## src/cli_pkg.sv

```systemverilog
// package for the cold-load and inrush detector: widths, register map,
// setting limits, reset values, timing counts and the state encoding.
// assumes a 10 MHz core clock; magnitudes in steps of 0.01 x nominal current.
package cli_pkg;

  // clock rate and the time figures, counts derived from them
  localparam int unsigned CLK_FREQ_KHZ = 10000;
  localparam int unsigned WIN_TIME_MS  = 80;
  localparam int unsigned WIN_CYCLES   = WIN_TIME_MS * CLK_FREQ_KHZ;
  localparam int unsigned STEP_TIME_MS = 10;
  localparam int unsigned STEP_CYCLES  = STEP_TIME_MS * CLK_FREQ_KHZ;

  // widths
  localparam int NPH     = 3;
  localparam int CNT_W   = 20;
  localparam int MAG_W   = 16;
  localparam int RATIO_W = 7;
  localparam int MAXT_W  = 15;
  localparam int ADDR_W  = 8;
  localparam int DATA_W  = 32;
  localparam int EV_W    = 4;
  localparam int ROUTE_W = 4;

  // setting limits (idle and start in 0.01 x In, max time in 10 ms, ratio in %)
  localparam logic [MAG_W-1:0]   IDLE_MIN  = 16'h0001;
  localparam logic [MAG_W-1:0]   IDLE_MAX  = 16'h0032;
  localparam logic [MAG_W-1:0]   START_MIN = 16'h001E;
  localparam logic [MAG_W-1:0]   START_MAX = 16'h03E8;
  localparam logic [MAXT_W-1:0]  MAXT_MIN  = 15'h0001;
  localparam logic [MAXT_W-1:0]  MAXT_MAX  = 15'h7530;
  localparam logic [RATIO_W-1:0] HARM_MIN  = 7'h00;
  localparam logic [RATIO_W-1:0] HARM_MAX  = 7'h63;

  // reset values
  localparam logic [MAG_W-1:0]   IDLE_RST  = 16'h000A;
  localparam logic [MAG_W-1:0]   START_RST = 16'h0064;
  localparam logic [MAXT_W-1:0]  MAXT_RST  = 15'h01F4;
  localparam logic [RATIO_W-1:0] HARM_RST  = 7'h14;
  localparam logic [ROUTE_W-1:0] ROUTE_RST = 4'hF;
  localparam logic [EV_W-1:0]    MASK_RST  = 4'h0;

  // register byte offsets
  localparam logic [ADDR_W-1:0] ADDR_IDLE   = 8'h00;
  localparam logic [ADDR_W-1:0] ADDR_START  = 8'h04;
  localparam logic [ADDR_W-1:0] ADDR_MAXT   = 8'h08;
  localparam logic [ADDR_W-1:0] ADDR_HARM   = 8'h0C;
  localparam logic [ADDR_W-1:0] ADDR_ROUTE  = 8'h10;
  localparam logic [ADDR_W-1:0] ADDR_STATUS = 8'h14;
  localparam logic [ADDR_W-1:0] ADDR_EVENT  = 8'h18;
  localparam logic [ADDR_W-1:0] ADDR_MASK   = 8'h1C;

  // event bits
  localparam int EV_COLD_START   = 0;
  localparam int EV_INRUSH_START = 1;
  localparam int EV_COLD_END     = 2;
  localparam int EV_REJECT       = 3;

  // route bits: output matrix and blocking matrix
  localparam int RT_OMX_COLD = 0;
  localparam int RT_OMX_INR  = 1;
  localparam int RT_BMX_COLD = 2;
  localparam int RT_BMX_INR  = 3;

  // status fields
  localparam int STS_COLD     = 0;
  localparam int STS_INRUSH   = 1;
  localparam int STS_RELEASED = 2;
  localparam int STS_DECIDED  = 3;
  localparam int STS_STATE    = 4;

  typedef enum logic [2:0] {
    ST_UNARMED = 3'b000,
    ST_ARMED   = 3'b001,
    ST_RISING  = 3'b010,
    ST_ACTIVE  = 3'b011,
    ST_LOCKOUT = 3'b100
  } cli_state_e;

endpackage

```

## src/cli_cycle_counter.sv

```systemverilog
// cycle counter giving a one-cycle tick every limit cycles while running.
// assumes run_i from logic on the same clock; dropping run_i restarts it.
`timescale 1ns/1ps
`default_nettype none
module cli_cycle_counter
  import cli_pkg::*;
#(
  parameter int W = CNT_W
) (
  input  wire logic         clk_i,
  input  wire logic         rst_b_i,
  input  wire logic         run_i,
  input  wire logic [W-1:0] limit_i,
  output var  logic         tick_o
);

  logic [W-1:0] cnt_q;
  logic [W-1:0] cnt_d;
  logic         tick_q;
  logic         tick_d;

  // count up, wrap at the limit; idle counter holds zero
  always_comb begin
    cnt_d  = '0;
    tick_d = 1'b0;
    if (run_i) begin
      if (cnt_q == limit_i - W'(1)) begin
        tick_d = 1'b1;
      end else begin
        cnt_d = cnt_q + W'(1);
      end
    end
  end

  always_ff @(posedge clk_i) begin
    if (!rst_b_i) begin
      cnt_q  <= '0;
      tick_q <= 1'b0;
    end else begin
      cnt_q  <= cnt_d;
      tick_q <= tick_d;
    end
  end

  assign tick_o = tick_q;

endmodule // cli_cycle_counter
`default_nettype wire

```

## src/cli_detector.sv

```systemverilog
// cold-load and magnetising-inrush detector with its register slave.
// assumes magnitudes, ratios and the harmonic valid strobe come from
// logic on CORE_CLK_I, so none of them is resynchronised.
//
// Notes on behaviour
// - cold load when all phases idle, then one exceeds start within 80 ms
// - cold load holds until max time ends or current drops below pickup
// - cold load and inrush both drive output matrix and blocking matrix
// - inrush needs cold-load start plus a phase ratio above harmonic setting
// - harmonic setting zero makes inrush follow cold load exactly
// - inrush blocking starts at the current rise, before any harmonic result
// - first harmonic result after activation keeps or releases inrush blocking
// - no detection unless all phases were below idle before the rise
// - no detection if current lingers between idle and start over 80 ms
// - idle threshold settable 0.01 to 0.50 times nominal
// - start threshold settable 0.30 to 10.00 times nominal
// - maximum time settable up to 300.00 s in 0.01 s steps
// - harmonic start setting integer percent 0 to 99
`timescale 1ns/1ps
`default_nettype none
module cli_detector
  import cli_pkg::*;
#(
  parameter int unsigned WIN_CYCLES_P  = WIN_CYCLES,
  parameter int unsigned STEP_CYCLES_P = STEP_CYCLES
) (
  input  wire logic               CORE_CLK_I,
  input  wire logic               RST_B_I,
  input  wire logic [MAG_W-1:0]   PH1_MAG_I,
  input  wire logic [MAG_W-1:0]   PH2_MAG_I,
  input  wire logic [MAG_W-1:0]   PH3_MAG_I,
  input  wire logic [RATIO_W-1:0] PH1_SECOND_HARMONIC_RATIO_I,
  input  wire logic [RATIO_W-1:0] PH2_SECOND_HARMONIC_RATIO_I,
  input  wire logic [RATIO_W-1:0] PH3_SECOND_HARMONIC_RATIO_I,
  input  wire logic               HARM_VALID_I,
  input  wire logic [ADDR_W-1:0]  ADDR_I,
  input  wire logic [DATA_W-1:0]  WDATA_I,
  input  wire logic               WR_STB_I,
  input  wire logic               RD_STB_I,
  output var  logic [DATA_W-1:0]  RDATA_O,
  output var  logic               COLD_LOAD_O,
  output var  logic               INRUSH_O,
  output var  logic               OMX_COLD_O,
  output var  logic               OMX_INRUSH_O,
  output var  logic               BMX_COLD_O,
  output var  logic               BMX_INRUSH_O,
  output var  logic               IRQ_O
);

  logic [MAG_W-1:0]   mag   [NPH];
  logic [RATIO_W-1:0] ratio [NPH];
  logic [NPH-1:0]     below_idle;
  logic [NPH-1:0]     above_start;
  logic [NPH-1:0]     below_start;
  logic [NPH-1:0]     above_harm;
  logic               all_below_idle;
  logic               any_above_start;
  logic               all_below_start;
  logic               any_above_harm;

  logic [MAG_W-1:0]   idle_set_q,  idle_set_d;
  logic [MAG_W-1:0]   start_set_q, start_set_d;
  logic [MAXT_W-1:0]  max_set_q,   max_set_d;
  logic [RATIO_W-1:0] harm_set_q,  harm_set_d;
  logic [ROUTE_W-1:0] route_q,     route_d;
  logic [EV_W-1:0]    mask_q,      mask_d;
  logic [EV_W-1:0]    ev_q,        ev_d;
  logic [EV_W-1:0]    ev_set;
  logic [DATA_W-1:0]  rdata_q,     rdata_d;
  logic               irq_q,       irq_d;

  cli_state_e         state_q,     state_d;
  logic [MAXT_W-1:0]  step_cnt_q,  step_cnt_d;
  logic               decided_q,   decided_d;
  logic               released_q,  released_d;
  logic               cold_q,      cold_d;
  logic               inrush_q,    inrush_d;
  logic [ROUTE_W-1:0] mtx_q,       mtx_d;
  logic               win_tick;
  logic               step_tick;
  logic               max_expire;

  assign mag[0]   = PH1_MAG_I;
  assign mag[1]   = PH2_MAG_I;
  assign mag[2]   = PH3_MAG_I;
  assign ratio[0] = PH1_SECOND_HARMONIC_RATIO_I;
  assign ratio[1] = PH2_SECOND_HARMONIC_RATIO_I;
  assign ratio[2] = PH3_SECOND_HARMONIC_RATIO_I;

  // per-phase threshold comparisons
  genvar p;
  generate
    for (p = 0; p < NPH; p++) begin : g_phase
      assign below_idle[p]  = mag[p] < idle_set_q;
      assign above_start[p] = mag[p] > start_set_q;
      assign below_start[p] = mag[p] < start_set_q;
      assign above_harm[p]  = ratio[p] > harm_set_q;
    end
  endgenerate

  assign all_below_idle  = &below_idle;
  assign any_above_start = |above_start;
  assign all_below_start = &below_start;
  assign any_above_harm  = |above_harm;

  // 80 ms window from leaving idle, and the 10 ms step of the max timer
  cli_cycle_counter #(.W(CNT_W)) u_win_cnt (
    .clk_i   (CORE_CLK_I),
    .rst_b_i (RST_B_I),
    .run_i   (state_q == ST_RISING),
    .limit_i (CNT_W'(WIN_CYCLES_P)),
    .tick_o  (win_tick)
  );

  cli_cycle_counter #(.W(CNT_W)) u_step_cnt (
    .clk_i   (CORE_CLK_I),
    .rst_b_i (RST_B_I),
    .run_i   (state_q == ST_ACTIVE),
    .limit_i (CNT_W'(STEP_CYCLES_P)),
    .tick_o  (step_tick)
  );

  // max time ends at the tick that completes the set number of steps
  assign max_expire = (state_q == ST_ACTIVE) && step_tick
                      && (step_cnt_q >= max_set_q - MAXT_W'(1));

  // detection sequence, harmonic decision and output terms
  always_comb begin
    state_d    = state_q;
    step_cnt_d = '0;
    decided_d  = 1'b0;
    released_d = 1'b0;
    case (state_q)
      ST_UNARMED: begin
        if (all_below_idle) state_d = ST_ARMED;
      end
      ST_ARMED: begin
        if (any_above_start) state_d = ST_ACTIVE;
        else if (!all_below_idle) state_d = ST_RISING;
      end
      ST_RISING: begin
        if (any_above_start) state_d = ST_ACTIVE;
        else if (all_below_idle) state_d = ST_ARMED;
        else if (win_tick) state_d = ST_LOCKOUT;
      end
      ST_ACTIVE: begin
        step_cnt_d = step_tick ? step_cnt_q + MAXT_W'(1) : step_cnt_q;
        decided_d  = decided_q;
        released_d = released_q;
        if (!decided_q && HARM_VALID_I) begin
          decided_d  = 1'b1;
          released_d = !any_above_harm;
        end
        if (all_below_start || max_expire) state_d = ST_UNARMED;
      end
      ST_LOCKOUT: begin
        if (all_below_idle) state_d = ST_ARMED;
      end
      default: state_d = ST_UNARMED;
    endcase
    cold_d = (state_d == ST_ACTIVE);
    // inrush on from the rise itself; zero setting never releases it
    inrush_d = cold_d && (!released_d || harm_set_q == HARM_MIN);
    mtx_d[RT_OMX_COLD] = cold_d && route_q[RT_OMX_COLD];
    mtx_d[RT_OMX_INR]  = inrush_d && route_q[RT_OMX_INR];
    mtx_d[RT_BMX_COLD] = cold_d && route_q[RT_BMX_COLD];
    mtx_d[RT_BMX_INR]  = inrush_d && route_q[RT_BMX_INR];
  end

  always_ff @(posedge CORE_CLK_I) begin
    if (!RST_B_I) begin
      state_q    <= ST_UNARMED;
      step_cnt_q <= '0;
      decided_q  <= 1'b0;
      released_q <= 1'b0;
      cold_q     <= 1'b0;
      inrush_q   <= 1'b0;
      mtx_q      <= '0;
    end else begin
      state_q    <= state_d;
      step_cnt_q <= step_cnt_d;
      decided_q  <= decided_d;
      released_q <= released_d;
      cold_q     <= cold_d;
      inrush_q   <= inrush_d;
      mtx_q      <= mtx_d;
    end
  end

  // register slave: writes clamp settings into range, reads answer next cycle
  always_comb begin
    idle_set_d  = idle_set_q;
    start_set_d = start_set_q;
    max_set_d   = max_set_q;
    harm_set_d  = harm_set_q;
    route_d     = route_q;
    mask_d      = mask_q;
    rdata_d     = '0;
    if (WR_STB_I) begin
      case (ADDR_I)
        ADDR_IDLE: begin
          if (WDATA_I < DATA_W'(IDLE_MIN)) idle_set_d = IDLE_MIN;
          else if (WDATA_I > DATA_W'(IDLE_MAX)) idle_set_d = IDLE_MAX;
          else idle_set_d = WDATA_I[MAG_W-1:0];
        end
        ADDR_START: begin
          if (WDATA_I < DATA_W'(START_MIN)) start_set_d = START_MIN;
          else if (WDATA_I > DATA_W'(START_MAX)) start_set_d = START_MAX;
          else start_set_d = WDATA_I[MAG_W-1:0];
        end
        ADDR_MAXT: begin
          if (WDATA_I < DATA_W'(MAXT_MIN)) max_set_d = MAXT_MIN;
          else if (WDATA_I > DATA_W'(MAXT_MAX)) max_set_d = MAXT_MAX;
          else max_set_d = WDATA_I[MAXT_W-1:0];
        end
        ADDR_HARM: begin
          if (WDATA_I > DATA_W'(HARM_MAX)) harm_set_d = HARM_MAX;
          else harm_set_d = WDATA_I[RATIO_W-1:0];
        end
        ADDR_ROUTE: route_d = WDATA_I[ROUTE_W-1:0];
        ADDR_MASK:  mask_d  = WDATA_I[EV_W-1:0];
        default: ;
      endcase
    end
    if (RD_STB_I) begin
      case (ADDR_I)
        ADDR_IDLE:   rdata_d = DATA_W'(idle_set_q);
        ADDR_START:  rdata_d = DATA_W'(start_set_q);
        ADDR_MAXT:   rdata_d = DATA_W'(max_set_q);
        ADDR_HARM:   rdata_d = DATA_W'(harm_set_q);
        ADDR_ROUTE:  rdata_d = DATA_W'(route_q);
        ADDR_EVENT:  rdata_d = DATA_W'(ev_q);
        ADDR_MASK:   rdata_d = DATA_W'(mask_q);
        ADDR_STATUS: begin
          rdata_d[STS_COLD]            = cold_q;
          rdata_d[STS_INRUSH]          = inrush_q;
          rdata_d[STS_RELEASED]        = released_q;
          rdata_d[STS_DECIDED]         = decided_q;
          rdata_d[STS_STATE+2:STS_STATE] = state_q;
        end
        default: rdata_d = '0;   // unmapped reads return zero
      endcase
    end
  end

  // sticky events: a new event in the read cycle survives the read-clear
  always_comb begin
    ev_set = '0;
    ev_set[EV_COLD_START]   = cold_d && !cold_q;
    ev_set[EV_INRUSH_START] = inrush_d && !inrush_q;
    ev_set[EV_COLD_END]     = !cold_d && cold_q;
    ev_set[EV_REJECT]       = (state_d == ST_LOCKOUT) && (state_q != ST_LOCKOUT);
    ev_d = ev_q;
    if (RD_STB_I && ADDR_I == ADDR_EVENT) ev_d = '0;
    ev_d  = ev_d | ev_set;
    irq_d = |(ev_d & mask_d);
  end

  always_ff @(posedge CORE_CLK_I) begin
    if (!RST_B_I) begin
      idle_set_q  <= IDLE_RST;
      start_set_q <= START_RST;
      max_set_q   <= MAXT_RST;
      harm_set_q  <= HARM_RST;
      route_q     <= ROUTE_RST;
      mask_q      <= MASK_RST;
      ev_q        <= '0;
      rdata_q     <= '0;
      irq_q       <= 1'b0;
    end else begin
      idle_set_q  <= idle_set_d;
      start_set_q <= start_set_d;
      max_set_q   <= max_set_d;
      harm_set_q  <= harm_set_d;
      route_q     <= route_d;
      mask_q      <= mask_d;
      ev_q        <= ev_d;
      rdata_q     <= rdata_d;
      irq_q       <= irq_d;
    end
  end

  assign RDATA_O      = rdata_q;
  assign COLD_LOAD_O  = cold_q;
  assign INRUSH_O     = inrush_q;
  assign OMX_COLD_O   = mtx_q[RT_OMX_COLD];
  assign OMX_INRUSH_O = mtx_q[RT_OMX_INR];
  assign BMX_COLD_O   = mtx_q[RT_BMX_COLD];
  assign BMX_INRUSH_O = mtx_q[RT_BMX_INR];
  assign IRQ_O        = irq_q;
endmodule // cli_detector
`default_nettype wire

```

## config.mk

```make
export PLATFORM = sky130hd
export DESIGN_NAME = cli_detector
export DESIGN_NICKNAME = d
export VERILOG_FILES = /design/src/cli_pkg.sv /design/src/cli_cycle_counter.sv /design/src/cli_detector.sv
export SDC_FILE = /design/constraint.sdc
export NUM_CORES = 1
export LEC_CHECK = 0
export ABC_AREA = 1
export BUFFER_PORTS_ARGS = -buffer_cell sky130_fd_sc_hd__buf_2
export CORE_MARGIN = 4
export CORE_UTILIZATION = 45
export CTS_BUF_LIST = sky130_fd_sc_hd__clkbuf_8
export CTS_CLUSTER_DIAMETER = 80
export CTS_CLUSTER_SIZE = 14
export DETAILED_ROUTE_END_ITERATION = 6
export GPL_TIMING_DRIVEN = 1
export SETUP_SLACK_MARGIN = 0.2
export SLEW_MARGIN = 20
export SYNTH_ARGS = -nofsm -noshare
export SYNTH_HDL_FRONTEND = slang
export SYNTH_HIERARCHICAL = 1
export SYNTH_SLANG_ARGS = --single-unit
export TNS_END_PERCENT = 10
```

## constraint.sdc

```tcl
create_clock -name CORE_CLK_I -period 5.7 [get_ports CORE_CLK_I]
set_input_delay 0.285 -clock CORE_CLK_I [delete_from_list [all_inputs] [get_ports CORE_CLK_I]]
set_output_delay 0.285 -clock CORE_CLK_I [all_outputs]
set_load 0.01 [all_outputs]
```

---- Word level (Yosys, flattened, before mapping) ----
Index checks and enable logic that the tools add are counted.
cells by class
  multiplexer cells ....................... 24
  add/sub/neg operators ................... 4
  eq/ne operators ......................... 16
  order comparisons ....................... 19
  reductions and logical operators ........ 40
  bitwise gates (word level) .............. 5
operator list
  kind                   count
  $lt 16x16->1           6
  $mux 16                4
  $pmux 7 s8             1
  $gt 16x16->1           3
  $add 20x1->20 const B  2
  $eq 8x5->1 const B     4
  $gt 32x10->1 const B   1
  $gt 32x15->1 const B   1
  $gt 32x6->1 const B    1
  $gt 32x7->1 const B    1
  $lt 32x1->1 const B    1
  $lt 32x5->1 const B    1
  $mux 15                2
  $pmux 9 s3             1
  $gt 7x7->1             3
  $mux 3                 7
  $eq 20x17->1 const B   1
  $eq 20x20->1 const B   1
  $eq 8x4->1 const B     2
  $reduce_and 2->1       8
  $add 15x1->15 const B  1
  $ge 15x15->1           1
  $sub 15x1->15 const B  1
  $logic_and 1x1->1      13
  other kinds (21)       41
storage, ports and cells
  bits in registers ....................... 167
  output and inout port bits .............. 39
  bits of input ports ..................... 114

---- Logic depth before layout (Yosys ltp) ----
  word-level depth ........................ 12
  depth in mapped cells ................... 27

---- Hierarchy ----
Netlist, hierarchy kept.
modules (own cells, without submodules)
  module             sequential area each (um2)  cells an instance  instances  area an instance (um2)
  cli_detector       2182.1                      1196               1          8314.2
  cli_cycle_counter  420.4                       298                2          1864.3

---- Worst setup path after synthesis ----
Ideal clock, no wire load.
  path type ............................... flip-flop to flip-flop
  from .................................... register max_set_q[0]
  to ...................................... register irq_q (netlist: IRQ_O)
  period minus slack after synthesis ...... 3.113 ns
  slack ................................... 2.587 ns
  setup time .............................. 0.128 ns
  stages on the path, launching flop included .. 26
  required time ........................... 5.572 ns
  arrival time ............................ 2.985 ns
  cell sequence ........................... dfxtp_1 -> inv_1 -> ha_1 -> nand3_1 -> nor3_1 -> nand3_1 -> nand3b_1 -> nor4_1 -> xor2_1 -> ha_1 -> a21oi_1 -> o21ai_0 -> a21oi_1 -> nand3_1 -> nand2_1 -> nand3_1 -> nand2_1 -> inv_1 -> nand3_2 -> nand2_1 -> nand2_1 -> nand2_1 -> nand2_1 -> nand2_1 -> nor2_1 -> nor2_1
on the way
  longest elaborated chain between the ends .. 12
  elaborated cells on any way between the ends .. 17
  those cells by class .................... add/sub: 1; order compare: 1; eq/ne: 2; mux: 2; bitwise: 2; reduce/logical: 9
RTL lines
  element                                                      line                                      text
  start, declared                                              cli_detector.sv:63                        logic [MAXT_W-1:0] max_set_q, max_set_d;
  start signal, assigned                                       cli_detector.sv:273                       max_set_q <= max_set_d;
  $sub 15x1->15 (*)                                            cli_detector.sv:125                       && (step_cnt_q >= max_set_q - MAXT_W'(1));
  $ge 15x15->1 (*)                                             cli_detector.sv:125
  $logic_and 1x1->1 (*)                                        cli_detector.sv:125
  $logic_or 1x1->1 (*)                                         cli_detector.sv:154                       if (all_below_start || max_expire) state_d = ST_UNARMED;
  $mux 3 (*)                                                   cli_detector.sv:154
  $pmux 3 s4 (*)                                               cli_detector.sv:133                       case (state_q)
  $eq 3x2->1                                                   cli_detector.sv:161                       cold_d = (state_d == ST_ACTIVE);
  $logic_and 1x1->1 / $logic_not 1->1 (equally long branches)  cli_detector.sv:163, cli_detector.sv:251
  $logic_and 1x1->1 (on tied branches)                         cli_detector.sv:250, cli_detector.sv:251
  $or 4x4->4 (*)                                               cli_detector.sv:255                       ev_d = ev_d | ev_set;
  $and 4x4->4 (*)                                              cli_detector.sv:256                       irq_d = |(ev_d & mask_d);
  $reduce_or 4->1 (*)                                          cli_detector.sv:256
  end signal, assigned                                         cli_detector.sv:279                       irq_q <= irq_d;
  end, declared                                                cli_detector.sv:70                        logic irq_q, irq_d;
Every way passes the cells marked *; elsewhere a longest branch is shown, timed or not.
A chain may end at the register's enable or synchronous reset.

---- Final worst setup path ----
Ends and elaborated chain as after synthesis.

==> reports/qor.csv <==
metric,value,unit
clock root buffer,clkbuf_8,
Post-Syn Area per Cell,6.72,sq um
Setup WS pre-CTS,1950,ps
reg-to-reg startpoint,max_set_q[0],
share of layout cells above drive strength 1,14.1,%
Area Growth Syn to Fin,15.3,%
peak supply drop,0.131,mV
Synth cell types,55,
clock latency on the worst-skew pair,460,ps
Initial Utilization,46.0,%
CTS max path bufs,2,
Sw Pwr,0.713,mW
crit path from,max_set_q[0],
most common library cells after synthesis,"nand2_1 (421), inv_1 (283), nor2_1 (178), dfxtp_1 (151), ha_1 (135)",
post-synthesis cell area,12000,sq um
relative slew slack,23.3,%
Resize count post-CTS,0,
global-route wire length before repair,51.2,mm
CTS sink cnt,151,
num rows,59,
Synth top area share,25.1,%
global-route usage over all layers,21.6,%
Die Ht,172,microns
Post-DRT Antenna Nets,0,
Logic pwr share,14.7,%
Worst-path clk slew,90,ps
WL final,32.2,mm
DRC viols,0,
Worst-Margin Slew,1140,ps
Sum Neg Setup Slack,0,ps
Detailed Place HPWL,26.1,mm
CP endpoint,IRQ_O,
Int Power,1.73,mW
net switching share of the total power,29.2,%
"Top FF cell, synth",dfxtp_1,
pwr dens,176,nW/um^2
number of buffers created by CTS,17,
Peak Freq,265,MHz
DIE AREA,29400,sq um
CTS Hold Buffers Added,0,
mean number of vias per cell,4.79,
number of max-cap violations,0,
final net count,2294,
final slew viol count,0,
Final setup viols,0,
Worst Setup End Kind,flip-flop,
worst setup margin,1930,ps
Pre-antenna DRT Iters,5,
status,"finished, final reports clean",
period utilisation layout,66.1,%
vias in the first global route,10534,
Area contributors post-synth,"dfxtp_1 (25%), ha_1 (14%), nand2_1 (13%), inv_1 (8.8%), nor2_1 (5.5%)",
register area share after synthesis,25.1,%
Yosys warning count,6,
share of power burned in registers,44.0,%
RD Place Congestion,0.891,
DR vias,11472,
Async SR Flop Fraction,0,%
Ports,153,
worst min path class,input pin to flip-flop,
CP Data Required Time,6020,ps
Crit Path Max Fanout,5,
path depth of the worst reg2reg path,23,
clk_skew,11.5,ps
final hold viol count,0,
leakage power,6.81,nW
wire per inst,13.4,microns
Seq cells post-synth,151,
reg-to-reg endpoint,IRQ_O,
initial antenna violation count,0,
Syn Inst Count,1792,
Period minus WS final,3770,ps
TritonCTS clock tree,done,
total power,2.44,mW
largest net degree at the start of global routing,58,
initial drt markers,590,
Post-CTS Setup Bufs,0,
# H-tree levels,4,
grt ovf,0,
Synth area leader,dfxtp_1,
unrepaired setup endpoints after global routing,false,
core region area,26200,sq um
Hold Crit Depth,3,
die width,172,microns
critical path data arrival time,4090,ps
Setup crit start kind,flip-flop,
"count leader, synth",nand2_1,
Clk pwr share,41.3,%
critical path type,flip-flop to flip-flop,
Buffers on Ports,136,
Post-synth EDFFs,0,
r2r setup slk,1930,ps
-- cell families (layout without fill, tap and decap cells) --
logic type | after synthesis | after routing | share of synthesized area [%]
simple gates | 880 | 880 | 33.1
buf+inv | 333 | 461 | 11.3
compound gates | 216 | 216 | 11.0
flops | 151 | 151 | 25.1
fa+ha+maj | 135 | 135 | 14.0
xor+xnor | 74 | 74 | 5.38
other cells | 2 | 141 | 0.0624
mux | 1 | 1 | 0.0831
-- power by group through the flow --
stage	clock [mW]	combinational, mW	sequential (mW)
final	1.01	0.359	1.08
after global routing	1.07	0.417	1.08
after CTS	1.03	0.353	1.08
after detailed placement	0	0.351	1.10
after global placement	0	0.346	1.10
after floorplan	0	0.255	1.10
-- cell type report --
type / instances / area (sq um)
Tap cell: 335 / 419
Antenna cell: 1 / 2.50
Inverter: 292 / 1100
Multi-Input combinational cell: 1446 / 8180
Timing Repair Buffer: 137 / 688
Clock inverter: 15 / 240
Fill cell: 2699 / 12300
Sequential cell: 151 / 3020
Clock buffer: 17 / 234
-- sequential cells by signal (all words and copies together) (netlist names), 3 cells and up --
register          cells
harm_set_q            7
idle_set_q           16
route_q               4
ev_q                  4
mtx_q                 4
RDATA_O              16
state_q               3
max_set_q            15
mask_q                4
u_step_cnt/cnt_q     20
u_win_cnt/cnt_q      20
start_set_q          16
step_cnt_q           15
-- per-layer routing --
| layer | part of all wire (%) | global-route usage [%] | up-vias |
|---|---|---|---|
| met4 | 2.2 | 5.82 | 0 |
| met1 | 44 | 27.0 | 5064 |
| li1 | - | - | 6128 |
| met2 | 49 | 38.6 | 233 |
| met5 | 0 | 0 | - |
| met3 | 4.4 | 3.38 | 47 |
-- layout by cell type (no fill, tap or decap), drive strengths merged, types with 4 or more instances in the layout --
master / synthesis / final
bufinv: 0 / 5
a21o: 5 / 5
nand3b: 5 / 5
nor3: 51 / 51
or2: 6 / 6
nor4: 6 / 6
a21oi: 92 / 92
clkbuf: 15 / 17
nor2: 254 / 254
o21ai: 47 / 47
nand4: 33 / 33
inv: 289 / 298
nand2: 435 / 435
o22ai: 19 / 19
conb: 2 / 140
ha: 135 / 135
dfxtp: 151 / 151
xnor2: 24 / 24
nand3: 88 / 88
a31oi: 4 / 4
buf: 26 / 137
clkinv: 3 / 4
o41ai: 4 / 4
xor2: 50 / 50
o31ai: 6 / 6
a221oi: 11 / 11
o211ai: 13 / 13
-- worst max-delay path, stage by stage (launching register included) --
cell and delay, ps:
dfxtp_1 310, inv_1 150, ha_1 210, nand3_1 130
nor3_1 270, nand3_1 170, nand3b_1 250, nor4_1 250
xor2_1 190, ha_1 270, a21oi_1 140, o21ai_0 100
a21oi_1 120, nand3_1 110, nand2_1 130, nand3_1 160
nand3_1 280, nand2_1 80, nand2_1 80, nand2_1 50
nand2_1 50, nand2_1 40, nor2_1 80, nor2_1 40
-- metrics by stage --
step / utilization (%) / cells / area (sq um) / hold WS, ps
finish: 53.0 / 2394 / 13900 / 96.5
global route: 53.0 / 2393 / 13900 / 105
CTS: 53.0 / 2393 / 13900 / 79.6
detailed placement: 51.1 / 2361 / 13400 / 456
global placement: 51.1 / 2361 / 13400 / 453
floorplan: - / 1930 / 12600 / 404
-- how the worst min path moves through the flow --
stage,startpoint,end,slack [ps]
floorplan,WDATA_I[5],harm_set_q[5],400
global placement,start_set_q[7],start_set_q[7],450
detailed placement,idle_set_q[2],idle_set_q[2],460
CTS,HARM_VALID_I,decided_q,80
global route,HARM_VALID_I,decided_q,100
finish,HARM_VALID_I,decided_q,100
Note: power is estimated with default switching activity, not from simulation.
